**src/reset_combiner_regs.vh**
```
// Register map, field positions and reset values of the reset combiner
`ifndef RESET_COMBINER_REGS_VH
`define RESET_COMBINER_REGS_VH

`define ADDR_CAUSE_STATUS 4'h0
`define ADDR_OSC_CONTROL 4'h4
`define ADDR_IRQ_STATUS 4'h8
`define ADDR_IRQ_ENABLE 4'hc
`define ADDR_IRQ_CLEAR 4'h0

`define BIT_TRAP 15
`define BIT_ILLEGAL 14
`define BIT_FLASH_VREG 11
`define BIT_MISMATCH 9
`define BIT_MAIN_VREG 8
`define BIT_PIN 7
`define BIT_SOFT 6
`define BIT_WDT_EN 5
`define BIT_WDT_TO 4
`define BIT_SLEEP 3
`define BIT_IDLE 2
`define BIT_BROWNOUT 1
`define BIT_POWERON 0

`define CAUSE_WRITE_MASK 16'hcbff
`define CAUSE_POR_VALUE 16'h0003
`define NEXT_OSC_SELECT_LSB 8
`define NEXT_OSC_SELECT_MSB 10
`define OSC_WRITE_MASK 16'h0000
`define NUM_SOURCES 8

`define RESP_OKAY 2'b00
`define RESP_SLVERR 2'b10

`endif

```
**src/reset_source_combiner_status.v**
```verilog
// Reset source combiner with cause status and AXI4-Lite registers
// Functional notes
// [RULE1] System reset is high whenever any reset source input is active; the code follows two cycles late, except for raw power-on.
// [RULE2] Every reset kind sets its own cause flag in the status register.
// [RULE3] Power-on clears all status bits except bits 1:0, which it sets.
// [RULE4] Software may set or clear flags; writes never cause a reset.
// [RULE5] Every reset copies default oscillator field into bits 10:8.
// [RULE6] Bit 15 flags a trap-conflict reset.
// [RULE7] Bit 14 flags illegal opcode, address mode or uninitialised pointer.
// [RULE8] Bit 9 flags a configuration-mismatch reset.
// [RULE9] Bit 7 flags a master-clear pin reset.
// [RULE10] Bit 6 flags execution of the reset instruction.
// [RULE11] Bit 4 flags a watchdog time-out.
// [RULE12] Bit 1 flags brown-out, bit 0 power-on; both reset to one.
// [RULE13] Bit 5 enables watchdog; an unprogrammed fuse forces it enabled.
// [RULE14] Bit 3 records sleep, bit 2 records idle.
// [RULE15] Bits 11 and 8 keep flash and main regulators active in sleep.
// [RULE16] Software should clear flags after reading them.
// [RULE17] Non-power-on resets keep earlier flags and add their own.
`include "reset_combiner_regs.vh"

module reset_source_combiner_status (
	input wire aclk,
	input wire aresetn,
	input wire power_on_rst,
	input wire brown_out_rst,
	input wire master_clear_pin_n,
	input wire soft_reset_req,
	input wire watchdog_timeout,
	input wire config_mismatch,
	input wire trap_conflict,
	input wire illegal_op,
	input wire sleep_entered,
	input wire idle_entered,
	input wire watchdog_fuse_enable,
	input wire [2:0] default_osc_fuse,
	input wire [3:0] s_axi_awaddr,
	input wire s_axi_awvalid,
	output wire s_axi_awready,
	input wire [31:0] s_axi_wdata,
	input wire [3:0] s_axi_wstrb,
	input wire s_axi_wvalid,
	output wire s_axi_wready,
	output reg [1:0] s_axi_bresp,
	output reg s_axi_bvalid,
	input wire s_axi_bready,
	input wire [3:0] s_axi_araddr,
	input wire s_axi_arvalid,
	output wire s_axi_arready,
	output reg [31:0] s_axi_rdata,
	output reg [1:0] s_axi_rresp,
	output reg s_axi_rvalid,
	input wire s_axi_rready,
	output wire master_system_reset,
	output wire watchdog_enable,
	output wire flash_regulator_sleep_active,
	output wire main_regulator_sleep_active,
	output wire [2:0] next_osc_select,
	output wire irq
);

	// Source order: por, bor, pin, soft, wdt, mismatch, trap, illegal
	wire [`NUM_SOURCES-1:0] src_raw;
	reg [`NUM_SOURCES-1:0] src_meta_reg;
	reg [`NUM_SOURCES-1:0] src_sync_reg;
	reg [`NUM_SOURCES-1:0] src_prev_reg;
	reg [1:0] sleep_meta_reg;
	reg [1:0] sleep_sync_reg;
	reg [15:0] reset_cause_status_reg;
	reg [15:0] cause_next;
	reg [15:0] oscillator_control_reg;
	reg [`NUM_SOURCES-1:0] irq_status_reg;
	reg [`NUM_SOURCES-1:0] irq_enable_reg;
	reg aw_held_reg;
	reg w_held_reg;
	reg [3:0] awaddr_reg;
	reg [31:0] wdata_reg;
	reg [3:0] wstrb_reg;
	wire [`NUM_SOURCES-1:0] src_rise;
	wire wr_fire;
	wire [15:0] wr_mask;
	wire [15:0] wr_bits;
	wire cause_wr;
	wire en_wr;
	wire clr_wr;
	wire wr_ok;
	wire any_src;
	genvar g;

	assign src_raw = {illegal_op, trap_conflict, config_mismatch,
		watchdog_timeout, soft_reset_req, ~master_clear_pin_n,
		brown_out_rst, power_on_rst};

	// Sources are asynchronous; each passes two flops before use
	generate
		for (g = 0; g < `NUM_SOURCES; g = g + 1) begin : g_sync
			always @(posedge aclk) begin
				if (!aresetn) begin
					src_meta_reg[g] <= 1'b0;
					src_sync_reg[g] <= 1'b0;
					src_prev_reg[g] <= 1'b0;
				end else begin
					src_meta_reg[g] <= src_raw[g];
					src_sync_reg[g] <= src_meta_reg[g];
					src_prev_reg[g] <= src_sync_reg[g];
				end
			end
			assign src_rise[g] = src_sync_reg[g] & ~src_prev_reg[g];
		end
	endgenerate

	always @(posedge aclk) begin
		if (!aresetn) begin
			sleep_meta_reg <= 2'b00;
			sleep_sync_reg <= 2'b00;
		end else begin
			sleep_meta_reg <= {sleep_entered, idle_entered};
			sleep_sync_reg <= sleep_meta_reg;
		end
	end

	// Raw power-on also forces the output so it is never lost in sync
	assign any_src = |src_sync_reg;
	assign master_system_reset = any_src | power_on_rst; // [RULE1]

	// Write channel: address and data taken in either order
	assign s_axi_awready = ~aw_held_reg & ~s_axi_bvalid;
	assign s_axi_wready = ~w_held_reg & ~s_axi_bvalid;
	assign wr_fire = aw_held_reg & w_held_reg & ~s_axi_bvalid;
	assign wr_ok = (awaddr_reg == `ADDR_CAUSE_STATUS) ||
		(awaddr_reg == `ADDR_OSC_CONTROL) ||
		(awaddr_reg == `ADDR_IRQ_STATUS) ||
		(awaddr_reg == `ADDR_IRQ_ENABLE);
	assign wr_mask = {{8{wstrb_reg[1]}}, {8{wstrb_reg[0]}}};
	assign wr_bits = wdata_reg[15:0];
	assign cause_wr = wr_fire && awaddr_reg == `ADDR_CAUSE_STATUS;
	assign en_wr = wr_fire && awaddr_reg == `ADDR_IRQ_ENABLE;
	// Status at 0x8 is write-one-to-clear; a write there clears the bits written as one
	assign clr_wr = wr_fire && awaddr_reg == `ADDR_IRQ_STATUS;

	always @(posedge aclk) begin
		if (!aresetn) begin
			aw_held_reg <= 1'b0;
			w_held_reg <= 1'b0;
			awaddr_reg <= 4'h0;
			wdata_reg <= 32'h0000_0000;
			wstrb_reg <= 4'h0;
			s_axi_bvalid <= 1'b0;
			s_axi_bresp <= `RESP_OKAY;
		end else begin
			if (s_axi_awvalid && s_axi_awready) begin
				aw_held_reg <= 1'b1;
				awaddr_reg <= {s_axi_awaddr[3:2], 2'b00};
			end
			if (s_axi_wvalid && s_axi_wready) begin
				w_held_reg <= 1'b1;
				wdata_reg <= s_axi_wdata;
				wstrb_reg <= s_axi_wstrb;
			end
			if (wr_fire) begin
				aw_held_reg <= 1'b0;
				w_held_reg <= 1'b0;
				s_axi_bvalid <= 1'b1;
				s_axi_bresp <= wr_ok ? `RESP_OKAY : `RESP_SLVERR;
			end else if (s_axi_bvalid && s_axi_bready) begin
				s_axi_bvalid <= 1'b0;
			end
		end
	end

	// Cause flags; hardware set wins over a software clear
	always @* begin
		cause_next = reset_cause_status_reg;
		if (cause_wr) begin
			// Plain store only, no reset path from here [RULE4]
			cause_next = (cause_next & ~(wr_mask & `CAUSE_WRITE_MASK)) |
				(wr_bits & wr_mask & `CAUSE_WRITE_MASK);
		end
		// Earlier flags stay; new ones OR in [RULE17] [RULE2]
		if (src_sync_reg[1]) cause_next[`BIT_BROWNOUT] = 1'b1; // [RULE12]
		if (src_sync_reg[2]) cause_next[`BIT_PIN] = 1'b1; // [RULE9]
		if (src_sync_reg[3]) cause_next[`BIT_SOFT] = 1'b1; // [RULE10]
		if (src_sync_reg[4]) cause_next[`BIT_WDT_TO] = 1'b1; // [RULE11]
		if (src_sync_reg[5]) cause_next[`BIT_MISMATCH] = 1'b1; // [RULE8]
		if (src_sync_reg[6]) cause_next[`BIT_TRAP] = 1'b1; // [RULE6]
		if (src_sync_reg[7]) cause_next[`BIT_ILLEGAL] = 1'b1; // [RULE7]
		if (sleep_sync_reg[1]) cause_next[`BIT_SLEEP] = 1'b1; // [RULE14]
		if (sleep_sync_reg[0]) cause_next[`BIT_IDLE] = 1'b1; // [RULE14]
		if (src_sync_reg[0]) cause_next = `CAUSE_POR_VALUE; // [RULE3]
	end

	always @(posedge aclk) begin
		if (!aresetn) begin
			reset_cause_status_reg <= `CAUSE_POR_VALUE; // [RULE12]
		end else begin
			reset_cause_status_reg <= cause_next;
		end
	end

	// Oscillator field reloads while any reset is active [RULE5]
	always @(posedge aclk) begin
		if (!aresetn) begin
			oscillator_control_reg <= 16'h0000;
		end else if (any_src) begin
			oscillator_control_reg <= {5'h00, default_osc_fuse, 8'h00};
		end
	end

	assign next_osc_select =
		oscillator_control_reg[`NEXT_OSC_SELECT_MSB:`NEXT_OSC_SELECT_LSB];
	assign watchdog_enable = watchdog_fuse_enable |
		reset_cause_status_reg[`BIT_WDT_EN]; // [RULE13]
	assign flash_regulator_sleep_active =
		reset_cause_status_reg[`BIT_FLASH_VREG]; // [RULE15]
	assign main_regulator_sleep_active =
		reset_cause_status_reg[`BIT_MAIN_VREG]; // [RULE15]

	// Interrupt status: one sticky bit per source rising edge
	always @(posedge aclk) begin
		if (!aresetn) begin
			irq_status_reg <= {`NUM_SOURCES{1'b0}};
			irq_enable_reg <= {`NUM_SOURCES{1'b0}};
		end else begin
			irq_status_reg <= (irq_status_reg &
				~(clr_wr && wstrb_reg[0] ? wdata_reg[7:0] : 8'h00))
				| src_rise;
			if (en_wr && wstrb_reg[0]) begin
				irq_enable_reg <= wdata_reg[7:0];
			end
		end
	end

	assign irq = |(irq_status_reg & irq_enable_reg);

	// Read channel, one outstanding read
	assign s_axi_arready = ~s_axi_rvalid;

	always @(posedge aclk) begin
		if (!aresetn) begin
			s_axi_rvalid <= 1'b0;
			s_axi_rdata <= 32'h0000_0000;
			s_axi_rresp <= `RESP_OKAY;
		end else if (s_axi_arvalid && s_axi_arready) begin
			s_axi_rvalid <= 1'b1;
			s_axi_rresp <= `RESP_OKAY;
			case ({s_axi_araddr[3:2], 2'b00})
			`ADDR_CAUSE_STATUS: begin
				s_axi_rdata <= {16'h0000, reset_cause_status_reg};
			end
			`ADDR_OSC_CONTROL: begin
				s_axi_rdata <= {16'h0000, oscillator_control_reg};
			end
			`ADDR_IRQ_STATUS: begin
				s_axi_rdata <= {24'h000000, irq_status_reg};
			end
			`ADDR_IRQ_ENABLE: begin
				s_axi_rdata <= {24'h000000, irq_enable_reg};
			end
			default: begin
				s_axi_rdata <= 32'h0000_0000;
				s_axi_rresp <= `RESP_SLVERR;
			end
			endcase
		end else if (s_axi_rvalid && s_axi_rready) begin
			s_axi_rvalid <= 1'b0;
		end
	end

endmodule

```
**config.mk**
```make
export PLATFORM = sky130hd
export DESIGN_NAME = reset_source_combiner_status
export DESIGN_NICKNAME = d
export VERILOG_FILES = /design/src/reset_source_combiner_status.v
export VERILOG_INCLUDE_DIRS = /design/src /design/src/src
export SDC_FILE = /design/constraint.sdc
export NUM_CORES = 1
export LEC_CHECK = 0
export BUFFER_PORTS_ARGS = -buffer_cell sky130_fd_sc_hd__buf_2
export CELL_PAD_IN_SITES_DETAIL_PLACEMENT = 2
export CELL_PAD_IN_SITES_GLOBAL_PLACEMENT = 2
export CORE_ASPECT_RATIO = 0.75
export CORE_UTILIZATION = 31
export CTS_BUF_LIST = sky130_fd_sc_hd__clkbuf_2 sky130_fd_sc_hd__clkbuf_4 sky130_fd_sc_hd__clkbuf_8
export DETAILED_ROUTE_END_ITERATION = 10
export GPL_TIMING_DRIVEN = 0
export PLACE_DENSITY_LB_ADDON = 0.1
export SYNTH_ARGS = -nofsm -noshare
export SYNTH_HDL_FRONTEND = slang
export SYNTH_SLANG_ARGS = --single-unit
```
**constraint.sdc**
```tcl
create_clock -name aclk -period 1.4 [get_ports aclk]
set_input_delay 0.14 -clock aclk [delete_from_list [all_inputs] [get_ports aclk]]
set_output_delay 0.14 -clock aclk [all_outputs]
set_load 0.01 [all_outputs]
```
; ---- Yosys cells after proc, flatten, opt, wreduce, memory -nomap -nowiden
; Cells that the tools add are included.
[word_totals]
ff_bits = 121
output_inout_bits = 49
wordCells = 136
[classes]
eq_ne = 6
mux = 16
n_bitwise = 36
n_reduce_logical = 30
[op_table]
columns = op, n
row1 = one-hot mux 32 bit (4 select lines), 1
row2 = bitwise AND 16 bit, 2
row3 = nonzero test 2 bit, 10
row4 = bitwise AND 8 bit, 2
row5 = 2-to-1 mux 16 bit, 1
row6 = inverter 16 bit, 1
row7 = bitwise OR 16 bit, 1
row8 = OR reduction 8 bit, 2
row9 = inverter 1 bit, 14
row10 = bitwise AND 1 bit, 12
row11 = 2-to-1 mux 1 bit, 12
row12 = logical AND 1 bit, 10
row13 = equality test 2 bit (second input constant), 4
row14 = 2-to-1 mux 8 bit, 1
row15 = inverter 8 bit, 1
row16 = bitwise OR 8 bit, 1
row17 = equality test 2 x 1 -> 1 bit (second input constant), 2
row18 = logical NOT 4 bit, 1
row19 = OR reduction 2 bit, 2
row20 = logical OR 1 bit, 3
row21 = OR reduction 3 bit, 1
row22 = logical NOT 2 bit, 1
row23 = 2-to-1 mux 2 bit, 1
row24 = bitwise OR 1 bit, 2

; ---- Logic depth before layout (Yosys ltp)
[logic_depth]
depth_word = 8
depth_mapped = 6

; ---- Worst setup path before layout
; No wires, ideal clock.
[synth_timing]
kind = register to output
start = register src_sync_reg[2]
end = output master_system_reset
arrival_time_ps = 1239
slack_ps = 21
path_stages_with_launch = 3
n_path_buf = 0
cell_sequence = dfxtp_1 -> or4_4 -> or3_1
[synth_via]
elab_chain_len = 2
[synth_rtl]
columns = item, line
row1 = from (decl), reset_source_combiner_status.v:65  ; reg [`NUM_SOURCES-1:0] src_sync_reg;
row2 = "from (signal, indexed assignment)", reset_source_combiner_status.v:104  ; src_sync_reg[g] <= src_meta_reg[g];
row3 = OR reduction 8 bit, reset_source_combiner_status.v:123  ; assign any_src = |src_sync_reg;
row4 = bitwise OR 1 bit, reset_source_combiner_status.v:124  ; assign master_system_reset = any_src | power_on_rst;
row5 = to (decl), reset_source_combiner_status.v:54  ; output wire master_system_reset,
; Every way passes these cells.

; ---- Worst setup path after layout
[layout_timing]
start = register src_sync_reg[5]
end = output master_system_reset
; The elaborated chain is that of the path after synthesis.

==> reports/results.ini <==
[critical_path]
crit_slowest_cell=or4_4
endpoint_kind=primary output
crit_arrival_ns=1.75
cp.required_ns=1.26
cp_cell_sequence=or4_4 -> or3_1 -> buf_2
crit_type=reg2out
cp_max_fo=2
start_kind=flop
max_stage_delay_ns=0.53

[pwr]
p_leak_nw=2.11
peakVddDrop_mv=0.404
power_density_mw_per_mm2=1120

[yosys]
ys_seq_area_share_pct=50.0
synth_area_mm2=0.00384
synthDistinctLibCells=42
avgSynthCellArea_um2=9.07
yosysWarnings=0
synthTopCellsByCount=dfxtp_1, nand2_1, a21oi_1, nand3_1, and2_1
synth_edf_count=0
synth_cells=424
synthTopCellsByArea=dfxtp_1, a21oi_1, nand2_1, mux2i_1, buf_4
synth.most_common_cell=dfxtp_1
synth_top_area_cell=dfxtp_1
synth-async-reset-ratio_pct=0
ys.flop_type=dfxtp_1
ys_ff_latch=96
yosys.area.top_type_share_pct=50.0

[cells_and_area]
antenna_cells=0
multiInputGateArea_mm2=0.00176
drive_above_1_share_pct=32.0
fill_cells=1342
seq_area_mm2=0.00196
num-nets-final=617
syn_to_final_growth_pct=33.6
largest_reg_flops=14
fin_util_pct=43.4
postLayoutCellArea_mm2=0.00514

[sta]
fin_crit_ns=1.89
hold_ws_ns=0.0177
finalHoldViolations=0
drv_slew=0
setup_slack_ns=-0.487
worstMarginPinSlew_ns=0.626
relSlewSlack_pct=58.3
rsz0062_at_grt=true
setup_tns_ns=-0.533
skew_ns=0.0123
final-setup-viol-count=4
fmax_mhz=530
period_share_pct=135

[floorplanning]
die_x_um=131
io_pins=114
die_area_mm2=0.0129
core_mm2=0.0118
die_y_um=98.5
start_util_pct=32.5
row_count=34

[outcome]
status=finished with violations
violations=setup timing

[clocking]
cts_sinks=96
clock_latency_ns=0.37
cts_tree=done
clockBufferDepth=2
clkTransAtPathRegs_ns=0.09
cts_buffers=9
clock-root-buffer=clkbuf_8
htree_levels=3

[route]
via_count=3440
ant_nets=0
drtIter0Drc=167
via_per_inst=4.79
wirelength_mm=13.2
drtPass1Iterations=6
drc_errors=0
wl_per_cell_um=18.3

[global_routing]
antenna_found_initial=0
grt_pass1_wl_mm=20.3
grt_start_max_net_pins=20
gr-usage-all-layers_pct=21.2
grt-ovfl-total=0
grt_pass1_vias=3770

[job]
max_cap_viol_count=0

[place]
dp_hpwl_mm=9.34
place_area_mm2=0.00445
place.gp.congestion=0.797
post-place-ws_ns=-0.224
io_buffers=65

[worst_hold_path]
hold_class=in2reg

per-stage QoR:
step | power (mW) | cells
final | 5.77 | 718
after global routing | 6.02 | 718
after CTS | 5.79 | 718
after detailed placement | 3.67 | 671
after global placement | 3.63 | 671
after floorplan | 3.40 | 444
logic make-up after synthesis:
| logic type | share of synthesized area (%) |
|---|---|
| simple gates | 20.3 |
| compound gates | 14.9 |
| flops | 50.0 |
| buf+inv | 9.40 |
| mux | 5.24 |
| other cells | 0.0975 |
layout by cell type (no fill, tap or decap), types with 12 or more instances in the layout:
cell / synthesis / layout
nand3_1: 28 / 28
dlygate4sd3_1: 0 / 16
and2_1: 26 / 26
o21ai_0: 25 / 19
buf_2: 10 / 71
nand2_1: 52 / 52
dfxtp_2: 0 / 12
inv_1: 13 / 13
mux2i_1: 19 / 19
conb_1: 1 / 21
buf_4: 23 / 41
dfxtp_1: 96 / 78
a21oi_1: 45 / 45
per-layer routing:
| layer | GRT usage (%) | routed length [um] | vias to the layer above |
|---|---|---|---|
| met4 | 5.75 | 165 | 0 |
| met5 | 0 | 0 | - |
| li1 | - | - | 1670 |
| met1 | 28.5 | 6430 | 1678 |
| met2 | 34.4 | 6060 | 80 |
| met3 | 4.40 | 502 | 12 |
final cells by class:
class                           count  area share [%]
Buffer                             45            5.92
Timing Repair Buffer              101            12.7
Sequential cell                    96            38.1
Clock inverter                      5            1.58
Multi-Input combinational cell    286            34.2
Inverter                           13           0.950
Tap cell                          162            3.95
Clock buffer                       10            2.56
final timing paths:
| path | cells after the start | slack, ns | from | end |
|---|---|---|---|---|
| worst max-delay path | 3 | -0.49 | src_sync_reg[5] | master_system_reset |
| worst min-delay path | 3 | 0.02 | s_axi_awaddr[2] | awaddr_reg[2] |
| worst max register to register | 4 | -0.04 | src_sync_reg[1] | oscillator_control_reg[10] |
| worst min register to register | 1 | 0.44 | src_meta_reg[7] | src_sync_reg[7] |
power breakdown:
part / internal, mW / total (mW) / switching [mW]
sequential: 2.85 / 2.97 / 0.120
clock: 1.02 / 2.00 / 0.984
combinational: 0.377 / 0.795 / 0.418
total: 4.25 / 5.77 / 1.52
repair_timing:
item,in CTS,in global routing
setup buffers,18,2
hold buffers,16,0
hold endpoints to repair,16,0
pin swaps,10,8
setup endpoints to repair,37,49
resized for setup,39,22
critical path, delay by kind of cell (launching register included):
family | cells | cell delay, ns
AND/OR/NAND/NOR | 2 | 0.88
flip-flops | 1 | 0.36
buffers and inverters | 1 | 0.15
(Power assumes the default switching activity.)
